`config.mk`:
```
export PLATFORM = sky130hd
export DESIGN_NAME = sarcp_port
export DESIGN_NICKNAME = d
export VERILOG_FILES = /design/src/verilog/sarcp_pkg.sv /design/src/verilog/sarcp_fifo.sv /design/src/verilog/sarcp_port.sv
export SDC_FILE = /design/constraint.sdc
export NUM_CORES = 1
export LEC_CHECK = 0
export ABC_AREA = 1
export ABC_CLOCK_PERIOD_IN_PS = 3700
export BUFFER_PORTS_ARGS = -buffer_cell sky130_fd_sc_hd__clkbuf_2
export CAP_MARGIN = 20
export CORE_UTILIZATION = 35
export DETAILED_ROUTE_END_ITERATION = 7
export REMOVE_ABC_BUFFERS = 1
export SLEW_MARGIN = 40
export SYNTH_ARGS = -nofsm -noshare
export SYNTH_HDL_FRONTEND = slang
export SYNTH_SLANG_ARGS = --single-unit
```
`constraint.sdc`:
```
create_clock -name clk -period 3.7 [get_ports clk]
set_input_delay 0.74 -clock clk [delete_from_list [all_inputs] [get_ports clk]]
set_output_delay 0.74 -clock clk [all_outputs]
set_load 0.02 [all_outputs]
```
`src/verilog/sarcp_pkg.sv`:
```
// Shared constants and types for the SAR converter serial port
package sarcp_pkg;

  // ==========================================================================
  // Result format
  localparam int RESULT_W = 18;

  // ==========================================================================
  // Conversion timing (internal clock domain, 25 MHz)
  localparam int CLK_HZ          = 25000000;
  localparam int CONV_TIME_NS    = 500;
  localparam int CONV_TIME_CYC   = (CONV_TIME_NS * (CLK_HZ / 1000000) + 999) / 1000;

  // ==========================================================================
  // Result FIFO
  localparam int FIFO_DEPTH = 32;

  // ==========================================================================
  // Interface mode chosen at conversion start
  typedef enum logic [1:0] {
    SARCP_MODE_3WIRE,
    SARCP_MODE_4WIRE,
    SARCP_MODE_CHAIN
  } sarcp_mode_t;

  // Synchronised view of the serial pins
  typedef struct packed {
    logic convert;
    logic data_in;
    logic sclk;
  } sarcp_pins_t;

endpackage : sarcp_pkg

```
`src/verilog/sarcp_fifo.sv`:
```
// Result FIFO between converter core and serial shifter
`timescale 1ns/1ps
module sarcp_fifo #(
  parameter int WIDTH = 18,
  parameter int DEPTH = 32
) (
  // Clock and reset
  input  wire logic             clk,
  input  wire logic             rst_n,
  // Fill side
  input  wire logic             in_valid,
  output logic                  in_ready,
  input  wire logic [WIDTH-1:0] in_data,
  // Drain side
  output logic                  out_valid,
  input  wire logic             out_ready,
  output logic      [WIDTH-1:0] out_data
);

  localparam int AW = $clog2(DEPTH);

  initial begin
    if (DEPTH < 2 || (1 << AW) != DEPTH) begin
      $error("sarcp_fifo: DEPTH must be a power of two, at least 2");
    end
  end

  logic [WIDTH-1:0] mem [DEPTH];
  logic [AW:0]      wr_ptr_reg;
  logic [AW:0]      rd_ptr_reg;
  logic             push;
  logic             pop;

  // Full when pointers differ only in the wrap bit
  assign in_ready  = !((wr_ptr_reg[AW] != rd_ptr_reg[AW]) && (wr_ptr_reg[AW-1:0] == rd_ptr_reg[AW-1:0]));
  assign out_valid = (wr_ptr_reg != rd_ptr_reg);
  assign out_data  = mem[rd_ptr_reg[AW-1:0]];
  assign push      = in_valid && in_ready;
  assign pop       = out_valid && out_ready;

  // ==========================================================================
  // Storage, no reset needed
  always_ff @(posedge clk) begin
    if (push) begin
      mem[wr_ptr_reg[AW-1:0]] <= in_data;
    end
  end

  // Pointers
  always_ff @(posedge clk or negedge rst_n) begin
    if (!rst_n) begin
      wr_ptr_reg <= '0;
      rd_ptr_reg <= '0;
    end else begin
      if (push) begin
        wr_ptr_reg <= wr_ptr_reg + 1'b1;
      end
      if (pop) begin
        rd_ptr_reg <= rd_ptr_reg + 1'b1;
      end
    end
  end

endmodule : sarcp_fifo

```
`src/verilog/sarcp_port.sv`:
```
// Conversion control and serial read-out port of an 18-bit differential SAR converter
`timescale 1ns/1ps
module sarcp_port #(
  parameter int RESULT_W   = sarcp_pkg::RESULT_W,
  parameter int FIFO_DEPTH = sarcp_pkg::FIFO_DEPTH,
  parameter int CONV_CYC   = sarcp_pkg::CONV_TIME_CYC
) (
  // Clock and reset
  input  wire logic                       clk,
  input  wire logic                       rst_n,
  // Host pins
  input  wire logic                       convert_start_in,
  input  wire logic                       data_in,
  input  wire logic                       sclk,
  output logic                            data_out,
  // Sampled differential code from the analog core
  input  wire logic signed [RESULT_W-1:0] sample_code,
  // Status
  output logic                            busy,
  output logic                            overrun,
  output sarcp_pkg::sarcp_mode_t          mode
);

  initial begin
    if (RESULT_W < 2 || RESULT_W > 32 || CONV_CYC < 1) begin
      $error("sarcp_port: unsupported parameter values");
    end
  end

  // ==========================================================================
  // Pin synchronisers: two flops before any logic looks
  sarcp_pkg::sarcp_pins_t meta_reg;
  sarcp_pkg::sarcp_pins_t sync_reg;
  sarcp_pkg::sarcp_pins_t prev_reg;

  always_ff @(posedge clk or negedge rst_n) begin
    if (!rst_n) begin
      meta_reg <= '0;
      sync_reg <= '0;
      prev_reg <= '0;
    end else begin
      meta_reg <= '{convert: convert_start_in, data_in: data_in, sclk: sclk};
      sync_reg <= meta_reg;
      prev_reg <= sync_reg;
    end
  end

  logic conv_rise;
  logic sclk_fall;
  assign conv_rise = sync_reg.convert && !prev_reg.convert;
  assign sclk_fall = !sync_reg.sclk && prev_reg.sclk;

  // ==========================================================================
  // Conversion state, declared ahead of the mode latch that reads it
  typedef enum logic [1:0] {
    SARCP_ACQ,
    SARCP_CONV
  } sarcp_state_t;

  localparam int CW = $clog2(CONV_CYC + 1);

  sarcp_state_t  state_reg;
  logic [CW-1:0] conv_cnt_reg;
  logic          busy_reg;
  logic          push_reg;
  logic signed [RESULT_W-1:0] code_reg;
  logic          fifo_in_ready;

  assign busy_reg = (state_reg == SARCP_CONV);

  // ==========================================================================
  // Mode latch: data-in level at convert edge, held until the next start
  sarcp_pkg::sarcp_mode_t mode_reg;
  logic                   chain_req_reg;

  always_ff @(posedge clk or negedge rst_n) begin
    if (!rst_n) begin
      mode_reg      <= sarcp_pkg::SARCP_MODE_3WIRE;
      chain_req_reg <= 1'b0;
    end else if (conv_rise && !busy_reg) begin
      // High data-in selects chip-select operation; low selects daisy-chain
      if (sync_reg.data_in) begin
        mode_reg <= sync_reg.convert ? sarcp_pkg::SARCP_MODE_3WIRE : sarcp_pkg::SARCP_MODE_4WIRE;
      end else begin
        mode_reg <= sarcp_pkg::SARCP_MODE_CHAIN;
      end
      chain_req_reg <= !sync_reg.data_in;
    end
  end

  // ==========================================================================
  // Conversion timer on the internal clock
  // Conversion runs on clk only; serial clock plays no part here
  always_ff @(posedge clk or negedge rst_n) begin
    if (!rst_n) begin
      state_reg    <= SARCP_ACQ;
      conv_cnt_reg <= '0;
      push_reg     <= 1'b0;
      code_reg     <= '0;
    end else begin
      push_reg <= 1'b0;
      case (state_reg)
        SARCP_ACQ: begin
          if (conv_rise) begin
            state_reg    <= SARCP_CONV;
            conv_cnt_reg <= CW'(CONV_CYC - 1);
            code_reg     <= sample_code;
          end
        end
        SARCP_CONV: begin
          if (conv_cnt_reg == '0) begin
            state_reg <= SARCP_ACQ;
            push_reg  <= 1'b1;
          end else begin
            conv_cnt_reg <= conv_cnt_reg - 1'b1;
          end
        end
        default: begin
          state_reg <= SARCP_ACQ;
        end
      endcase
    end
  end

  // ==========================================================================
  // Result FIFO; a full FIFO drops the result and flags overrun
  logic                fifo_out_valid;
  logic                fifo_out_ready;
  logic [RESULT_W-1:0] fifo_out_data;

  sarcp_fifo #(
    .WIDTH (RESULT_W),
    .DEPTH (FIFO_DEPTH)
  ) u_fifo (
    .clk       (clk),
    .rst_n     (rst_n),
    .in_valid  (push_reg),
    .in_ready  (fifo_in_ready),
    .in_data   (code_reg),
    .out_valid (fifo_out_valid),
    .out_ready (fifo_out_ready),
    .out_data  (fifo_out_data)
  );

  // ==========================================================================
  // Chip-select by mode: convert in 3-wire, data-in in 4-wire
  logic select_active;
  always_comb begin
    select_active = 1'b0;
    case (mode_reg)
      sarcp_pkg::SARCP_MODE_3WIRE: select_active = !sync_reg.convert;
      sarcp_pkg::SARCP_MODE_4WIRE: select_active = !sync_reg.data_in;
      default:                     select_active = !sync_reg.convert;
    endcase
  end

  // ==========================================================================
  // Serial shifter: loads a word when selected and idle, shifts on SCLK fall
  localparam int SW = $clog2(RESULT_W + 1);

  logic [RESULT_W-1:0] shift_reg;
  logic [SW-1:0]       bits_left_reg;
  logic                data_out_reg;
  logic                load;

  // Loading only outside conversion; the convert rise starting a conversion deselects in 3-wire and chain mode and aborts a word already loaded
  assign load           = select_active && !busy_reg && (bits_left_reg == '0) && fifo_out_valid;
  assign fifo_out_ready = load;

  always_ff @(posedge clk or negedge rst_n) begin
    if (!rst_n) begin
      shift_reg     <= '0;
      bits_left_reg <= '0;
      data_out_reg  <= 1'b0;
    end else if (!select_active) begin
      // Deselect aborts any partial word
      bits_left_reg <= '0;
      data_out_reg  <= 1'b0;
    end else if (load) begin
      shift_reg     <= fifo_out_data;
      bits_left_reg <= SW'(RESULT_W);
      data_out_reg  <= fifo_out_data[RESULT_W-1];
    end else if (sclk_fall && bits_left_reg != '0) begin
      // Daisy-chain feeds data-in in behind the result
      shift_reg     <= {shift_reg[RESULT_W-2:0], chain_req_reg ? sync_reg.data_in : 1'b0};
      bits_left_reg <= bits_left_reg - 1'b1;
      data_out_reg  <= shift_reg[RESULT_W-2];
    end
  end

  // ==========================================================================
  // Status outputs, all registered
  logic overrun_reg;
  logic busy_out_reg;

  always_ff @(posedge clk or negedge rst_n) begin
    if (!rst_n) begin
      overrun_reg  <= 1'b0;
      busy_out_reg <= 1'b0;
    end else begin
      busy_out_reg <= busy_reg;
      if (push_reg && !fifo_in_ready) begin
        overrun_reg <= 1'b1;
      end
    end
  end

  assign data_out = data_out_reg;
  assign busy     = busy_out_reg;
  assign overrun  = overrun_reg;
  assign mode     = mode_reg;

endmodule : sarcp_port

```
Word level (Yosys, flattened, before mapping)
Memory sizes are Yosys's and may differ from the RTL's.
Cells that the tools add are included.
Widths: inputs -> output; s select.
{"block": "op_classes", "addsub": 4, "eq_ne": 9, "muxes": 22, "n_reduce_logical": 27}
{"cell": "$mux 17", "n": 2}
{"cell": "$mux 5", "n": 3}
{"cell": "$add 6x1->6 const B", "n": 2}
{"cell": "$logic_and 1x1->1", "n": 11}
{"cell": "$mux 1", "n": 10}
{"cell": "$mux 4", "n": 2}
{"cell": "$pmux 4 s2", "n": 1}
{"cell": "$logic_not 1->1", "n": 6}
{"cell": "$mux 2", "n": 3}
{"cell": "$ne 6x6->1", "n": 1}
{"cell": "$reduce_and 2->1", "n": 3}
{"cell": "$eq 5x5->1", "n": 1}
{"cell": "$logic_not 5->1", "n": 1}
{"cell": "$reduce_bool 5->1", "n": 1}
{"cell": "$sub 5x1->5 const B", "n": 1}
{"cell": "$eq 2x1->1 const B", "n": 2}
{"cell": "$logic_not 4->1", "n": 1}
{"cell": "$ne 2x2->1 const B", "n": 2}
{"cell": "$pmux 2 s2", "n": 1}
{"cell": "$reduce_bool 2->1", "n": 2}
{"cell": "$sub 4x1->4 const B", "n": 1}
{"cell": "$ne 3x1->1 const B", "n": 1}
{"cell": "$reduce_and 3->1", "n": 1}
{"cell": "$logic_not 2->1", "n": 1}
{"cell": "other kinds (2)", "n": 2}
{"block": "word_totals", "reg_bits": 73, "ram_bits": 576, "inputBits": 23, "out_inout_bits": 5, "wordCells": 84, "mem_count": 1}
{"name": "u_fifo.mem", "words": 32, "word_bits": 18, "rd": 1, "rd_clocked_by_memory_dff": 0, "write_ports": 1, "line": "sarcp_fifo.sv:28", "rtl": "logic [WIDTH-1:0] mem [DEPTH];"}

Logic depth before layout (Yosys ltp)
{"block": "depth", "depth_word": 7, "depth_mapped": 13, "ltp_nobuf": 12}

Hierarchy
Synthesis repeated with hierarchy kept, for this count alone.
{"block": "unflattened", "cells_unflattened": 2436, "hier_area_um2": 26780.7}
{"mod": "sarcp_fifo", "n_inst": 1, "cells_per_inst": 2120, "area_per_inst_um2": 24139.4, "seq_area_each_um2": 17596.9}
{"mod": "sarcp_port", "n_inst": 1, "cells_per_inst": 316, "area_per_inst_um2": 2641.3, "seq_area_each_um2": 1476.4}

Worst setup path before layout
No wires, ideal clock.
{"block": "synth_path", "path_kind": "reg-to-reg", "startpoint": "register u_fifo.rd_ptr_reg[3]", "endpoint": "memory u_fifo.mem[31][0], enable pin", "setup_ns": 0.416, "arrival_ns": 2.304, "required_ns": 3.284, "path_slack_ns": 0.980, "stages_incl_launch_ff": 11, "n_path_buf": 1, "synth_period_minus_slack_ns": 2.720, "cell_sequence": "dfrtp_1 -> buf_2 -> inv_2 -> nand2_1 -> nand2_1 -> nor2_2 -> nand2_1 -> nor2_1 -> nand2_1 -> nand2_1 -> nor3_1"}
{"block": "synth_via", "elab_chain_len": 6}
{"element": "start: declaration", "line": "sarcp_fifo.sv:30", "rtl": "logic [AW:0] rd_ptr_reg;"}
{"element": "start signal: assignment", "line": "sarcp_fifo.sv:59", "rtl": "rd_ptr_reg <= rd_ptr_reg + 1'b1;"}
{"element": "$eq 5x5->1", "line": "sarcp_fifo.sv:35", "rtl": "assign in_ready = !((wr_ptr_reg[AW] != rd_ptr_reg[AW]) && (wr_ptr_reg[AW-1:0] == rd_ptr_reg[AW-1:0]));"}
{"element": "$logic_and 1x1->1", "line": "sarcp_fifo.sv:35"}
{"element": "$logic_not 1->1", "line": "sarcp_fifo.sv:35"}
{"element": "$logic_and 1x1->1", "line": "sarcp_fifo.sv:38", "rtl": "assign push = in_valid && in_ready;"}
{"element": "$mux 1", "line": "sarcp_fifo.sv:44", "rtl": "if (push) begin"}
{"element": "$mux 1 (not written as such)", "line": "sarcp_fifo.sv:45", "rtl": "mem[wr_ptr_reg[AW-1:0]] <= in_data;"}
{"element": "end: declaration", "line": "sarcp_fifo.sv:28"}
Every way passes these cells.

Final worst setup path
{"block": "layout_path", "startpoint": "register u_fifo.rd_ptr_reg[2]", "endpoint": "memory u_fifo.mem[16][7], enable pin"}
Same word-level chain as after synthesis.

==> impl_metrics.yaml <==
placement:
  placed_cells: 3353
  portBuffers: 27
  globalplace.congestion: 0.928
  place_ws_ns: 1.05
  place_hpwl_um: 43100
drt:
  drtIter0Drc: 1982
  top_layer_used: "met4"
  drc: 0
  drt-met1-wl_um: 30800
  met3_length_um: 5090
  routed_wl_um: 71900
  vias: 17800
  routedWlPerCell_um: 20.7
  final_antenna_net_count: 0
  met2WireLength_um: 34100
  dr.pass1.iters: 6
  vias_per_cell: 5.10
sta:
  fmax_mhz: 361
  worst_pin_slew_ns: 0.882
  finalSetupViolCount: 0
  slew_violations: 0
  rsz0062_at_grt: "no"
  finClkSkew_ns: 0.0330
  relSlewSlack: 0.412
  setup_ws_ns: 0.931
  final-hold-violation-count: 0
  period_share: 0.748
  fin_crit_ns: 2.77
layout:
  nets: 2477
  layout.cells.non_filler: 3481
  num_antenna_cells: 0
  largest_reg_flops: 576
  drive_gt1_frac: 0.0979
  utilization: 0.402
  area_delta_synth_final_pct: 13.8
worst_setup_path:
  cp.required_ns: 3.99
  critPathCaptureType: "flip-flop"
  worstPathArrival_ns: 3.06
  crit_path_max_fanout: 23
  cp-start-kind: "flip-flop"
  path_class: "reg -> reg"
cts:
  cts_buffers: 70
  numClockSinks: 647
  tritoncts: "done"
  cts_buffer_depth: 3
  clk_latency_ns: 0.62
  ctsResizeCount: 0
  clockRootBuffer: "clkbuf_16"
  cts_setup_buffers: 0
  path_clk_slew_ns: 0.06
  htree_levels: 3
  cts_hold_buf: 0
die:
  fp-row-count: 101
  start_util: 0.353
  die_h_um: 279
  ios: 28
  die_x_um: 279
  die_area_um2: 77600
  coreArea_um2: 75800
global_route:
  gr-usage-all-layers: 0.186
  antenna_found_initial: 0
  grt_max_degree: 115
  overflow: 0
  grt_pass1_wl_um: 108000
  grt_pass1_vias: 17300
yosys:
  synthTopCellsByCount: "nand2_1, edfxtp_1, nand3_1, nor2_1, inv_1"
  ys_warn_count: 0
  yosysMostFrequentCell: "nand2_1"
  synth_edf_count: 576
  synth_flop_cell: "edfxtp_1"
  synth_top_area_frac: 0.646
  synth_cell_types: 31
  synth_seq_area_share: 0.712
  synth_top_area_cell: "edfxtp_1"
  avgSynthCellArea_um2: 11.0
  synth_area_leaders: "edfxtp_1, nand2_1, dfrtp_1"
  synthCells: 2424
  syn_area_um2: 26800
  synth_seq_cells: 647
  async_flop_share: 0.110
outcome:
  outcome: "finished clean"
flow_run:
  maxCapViolCount: 0
pwr:
  ir_drop_v: 0.000885
  powerDensity_nw_per_um2: 787
  leakagePower_nw: 11.5
worst_hold_path:
  hp-class: "in -> async"
[power breakdown]
part           internal (W)  leakage, nW  switching [W]  total (W)
logic               0.00168         4.31        0.00439    0.00607
registers           0.00925         6.06        0.00163     0.0109
clock network       0.00417         1.15        0.00285    0.00702
total                0.0151         11.5        0.00888     0.0240
[final timing paths]
path | start | endpoint | slack [ns] | depth (start not counted)
setup / recovery | u_fifo.rd_ptr_reg[2]$_DFFE_PN0P_ | u_fifo.mem[16][7]$_DFFE_PP_ | 0.93 | 11
hold / removal | rst_n | conv_cnt_reg[3]$_DFFE_PN0P_ | 0.14 | 1
setup reg to reg | u_fifo.rd_ptr_reg[2]$_DFFE_PN0P_ | u_fifo.mem[16][7]$_DFFE_PP_ | 0.93 | 11
hold reg to reg | meta_reg[1]$_DFF_PN0_ | sync_reg[1]$_DFF_PN0_ | 0.35 | 0
max in group asynchronous | rst_n | u_fifo.rd_ptr_reg[1]$_DFFE_PN0P_ | 3.01 | 1
min in group clk | convert_start_in | meta_reg[2]$_DFF_PN0_ | 0.23 | 1
[layout by cell type, fill, tap and decap left out, types with 10 or more instances in the layout]
master     synthesis  routed
a21oi_1           62      62
clkbuf_2           0      26
clkinv_1           0      11
dfrtp_1           71      51
clkbuf_1          43      10
edfxtp_1         576     576
nand2_1          750     750
clkinv_2           0      19
a21boi_0          16      16
nor2_1           256     253
nand3_1          280     280
buf_4              2      48
a21oi_2           11      11
dfrtp_4            0      18
o211ai_1          20      20
o21ai_0           88      88
clkbuf_16          0      74
inv_1            115     115
[per-layer routing]
| metal | vias up | track usage |
|---|---|---|
| li1 | 8262 | - |
| met1 | 8711 | 0.251 |
| met2 | 657 | 0.301 |
| met3 | 128 | 0.0333 |
| met4 | 0 | 0.0637 |
| met5 | - | 0 |
[cell type report]
class                           instances  area [µm²]
Timing Repair Buffer                   83         659
Tap cell                              978        1220
Clock buffer                           85        1900
Inverter                              124         474
Multi-Input combinational cell       1521        6650
Fill cell                            7177       45400
Clock inverter                         43         409
Sequential cell                       647       19100
[worst max-delay path, cell delays in order, from the launching register on]
cell and delay, ns:
dfrtp_1 0.38, buf_4 0.22, inv_1 0.09, nand2_1 0.05
nand2_1 0.08, nor2_2 0.05, nand2_1 0.06, nor2_1 0.06
a21oi_2 0.30, nand2_1 0.55, nor2_1 0.27, buf_4 0.30
[kinds of logic (layout without fill, tap and decap cells)]
group / count (synthesis) / count (layout) / share of synthesized area
simple gates: 1300 / 1300 / 0.198
flops: 647 / 647 / 0.712
buf+inv: 256 / 335 / 0.0399
fa+ha+maj: 7 / 7 / 0.00327
compound gates: 204 / 204 / 0.0434
xor+xnor: 10 / 10 / 0.00327
[metrics by stage]
step | power, W | hold WS [ns] | setup TNS [ns] | cell area, µm²
floorplan | 0.0137 | 0.331 | -1976.75 | 26200
global placement | 0.0169 | 0.339 | 0 | 28000
detailed placement | 0.0171 | 0.338 | 0 | 28100
CTS | 0.0241 | 0.149 | 0 | 30500
global route | 0.0250 | 0.203 | 0 | 30500
finish | 0.0240 | 0.143 | 0 | 30500
Power figures use the tool's default switching activity.
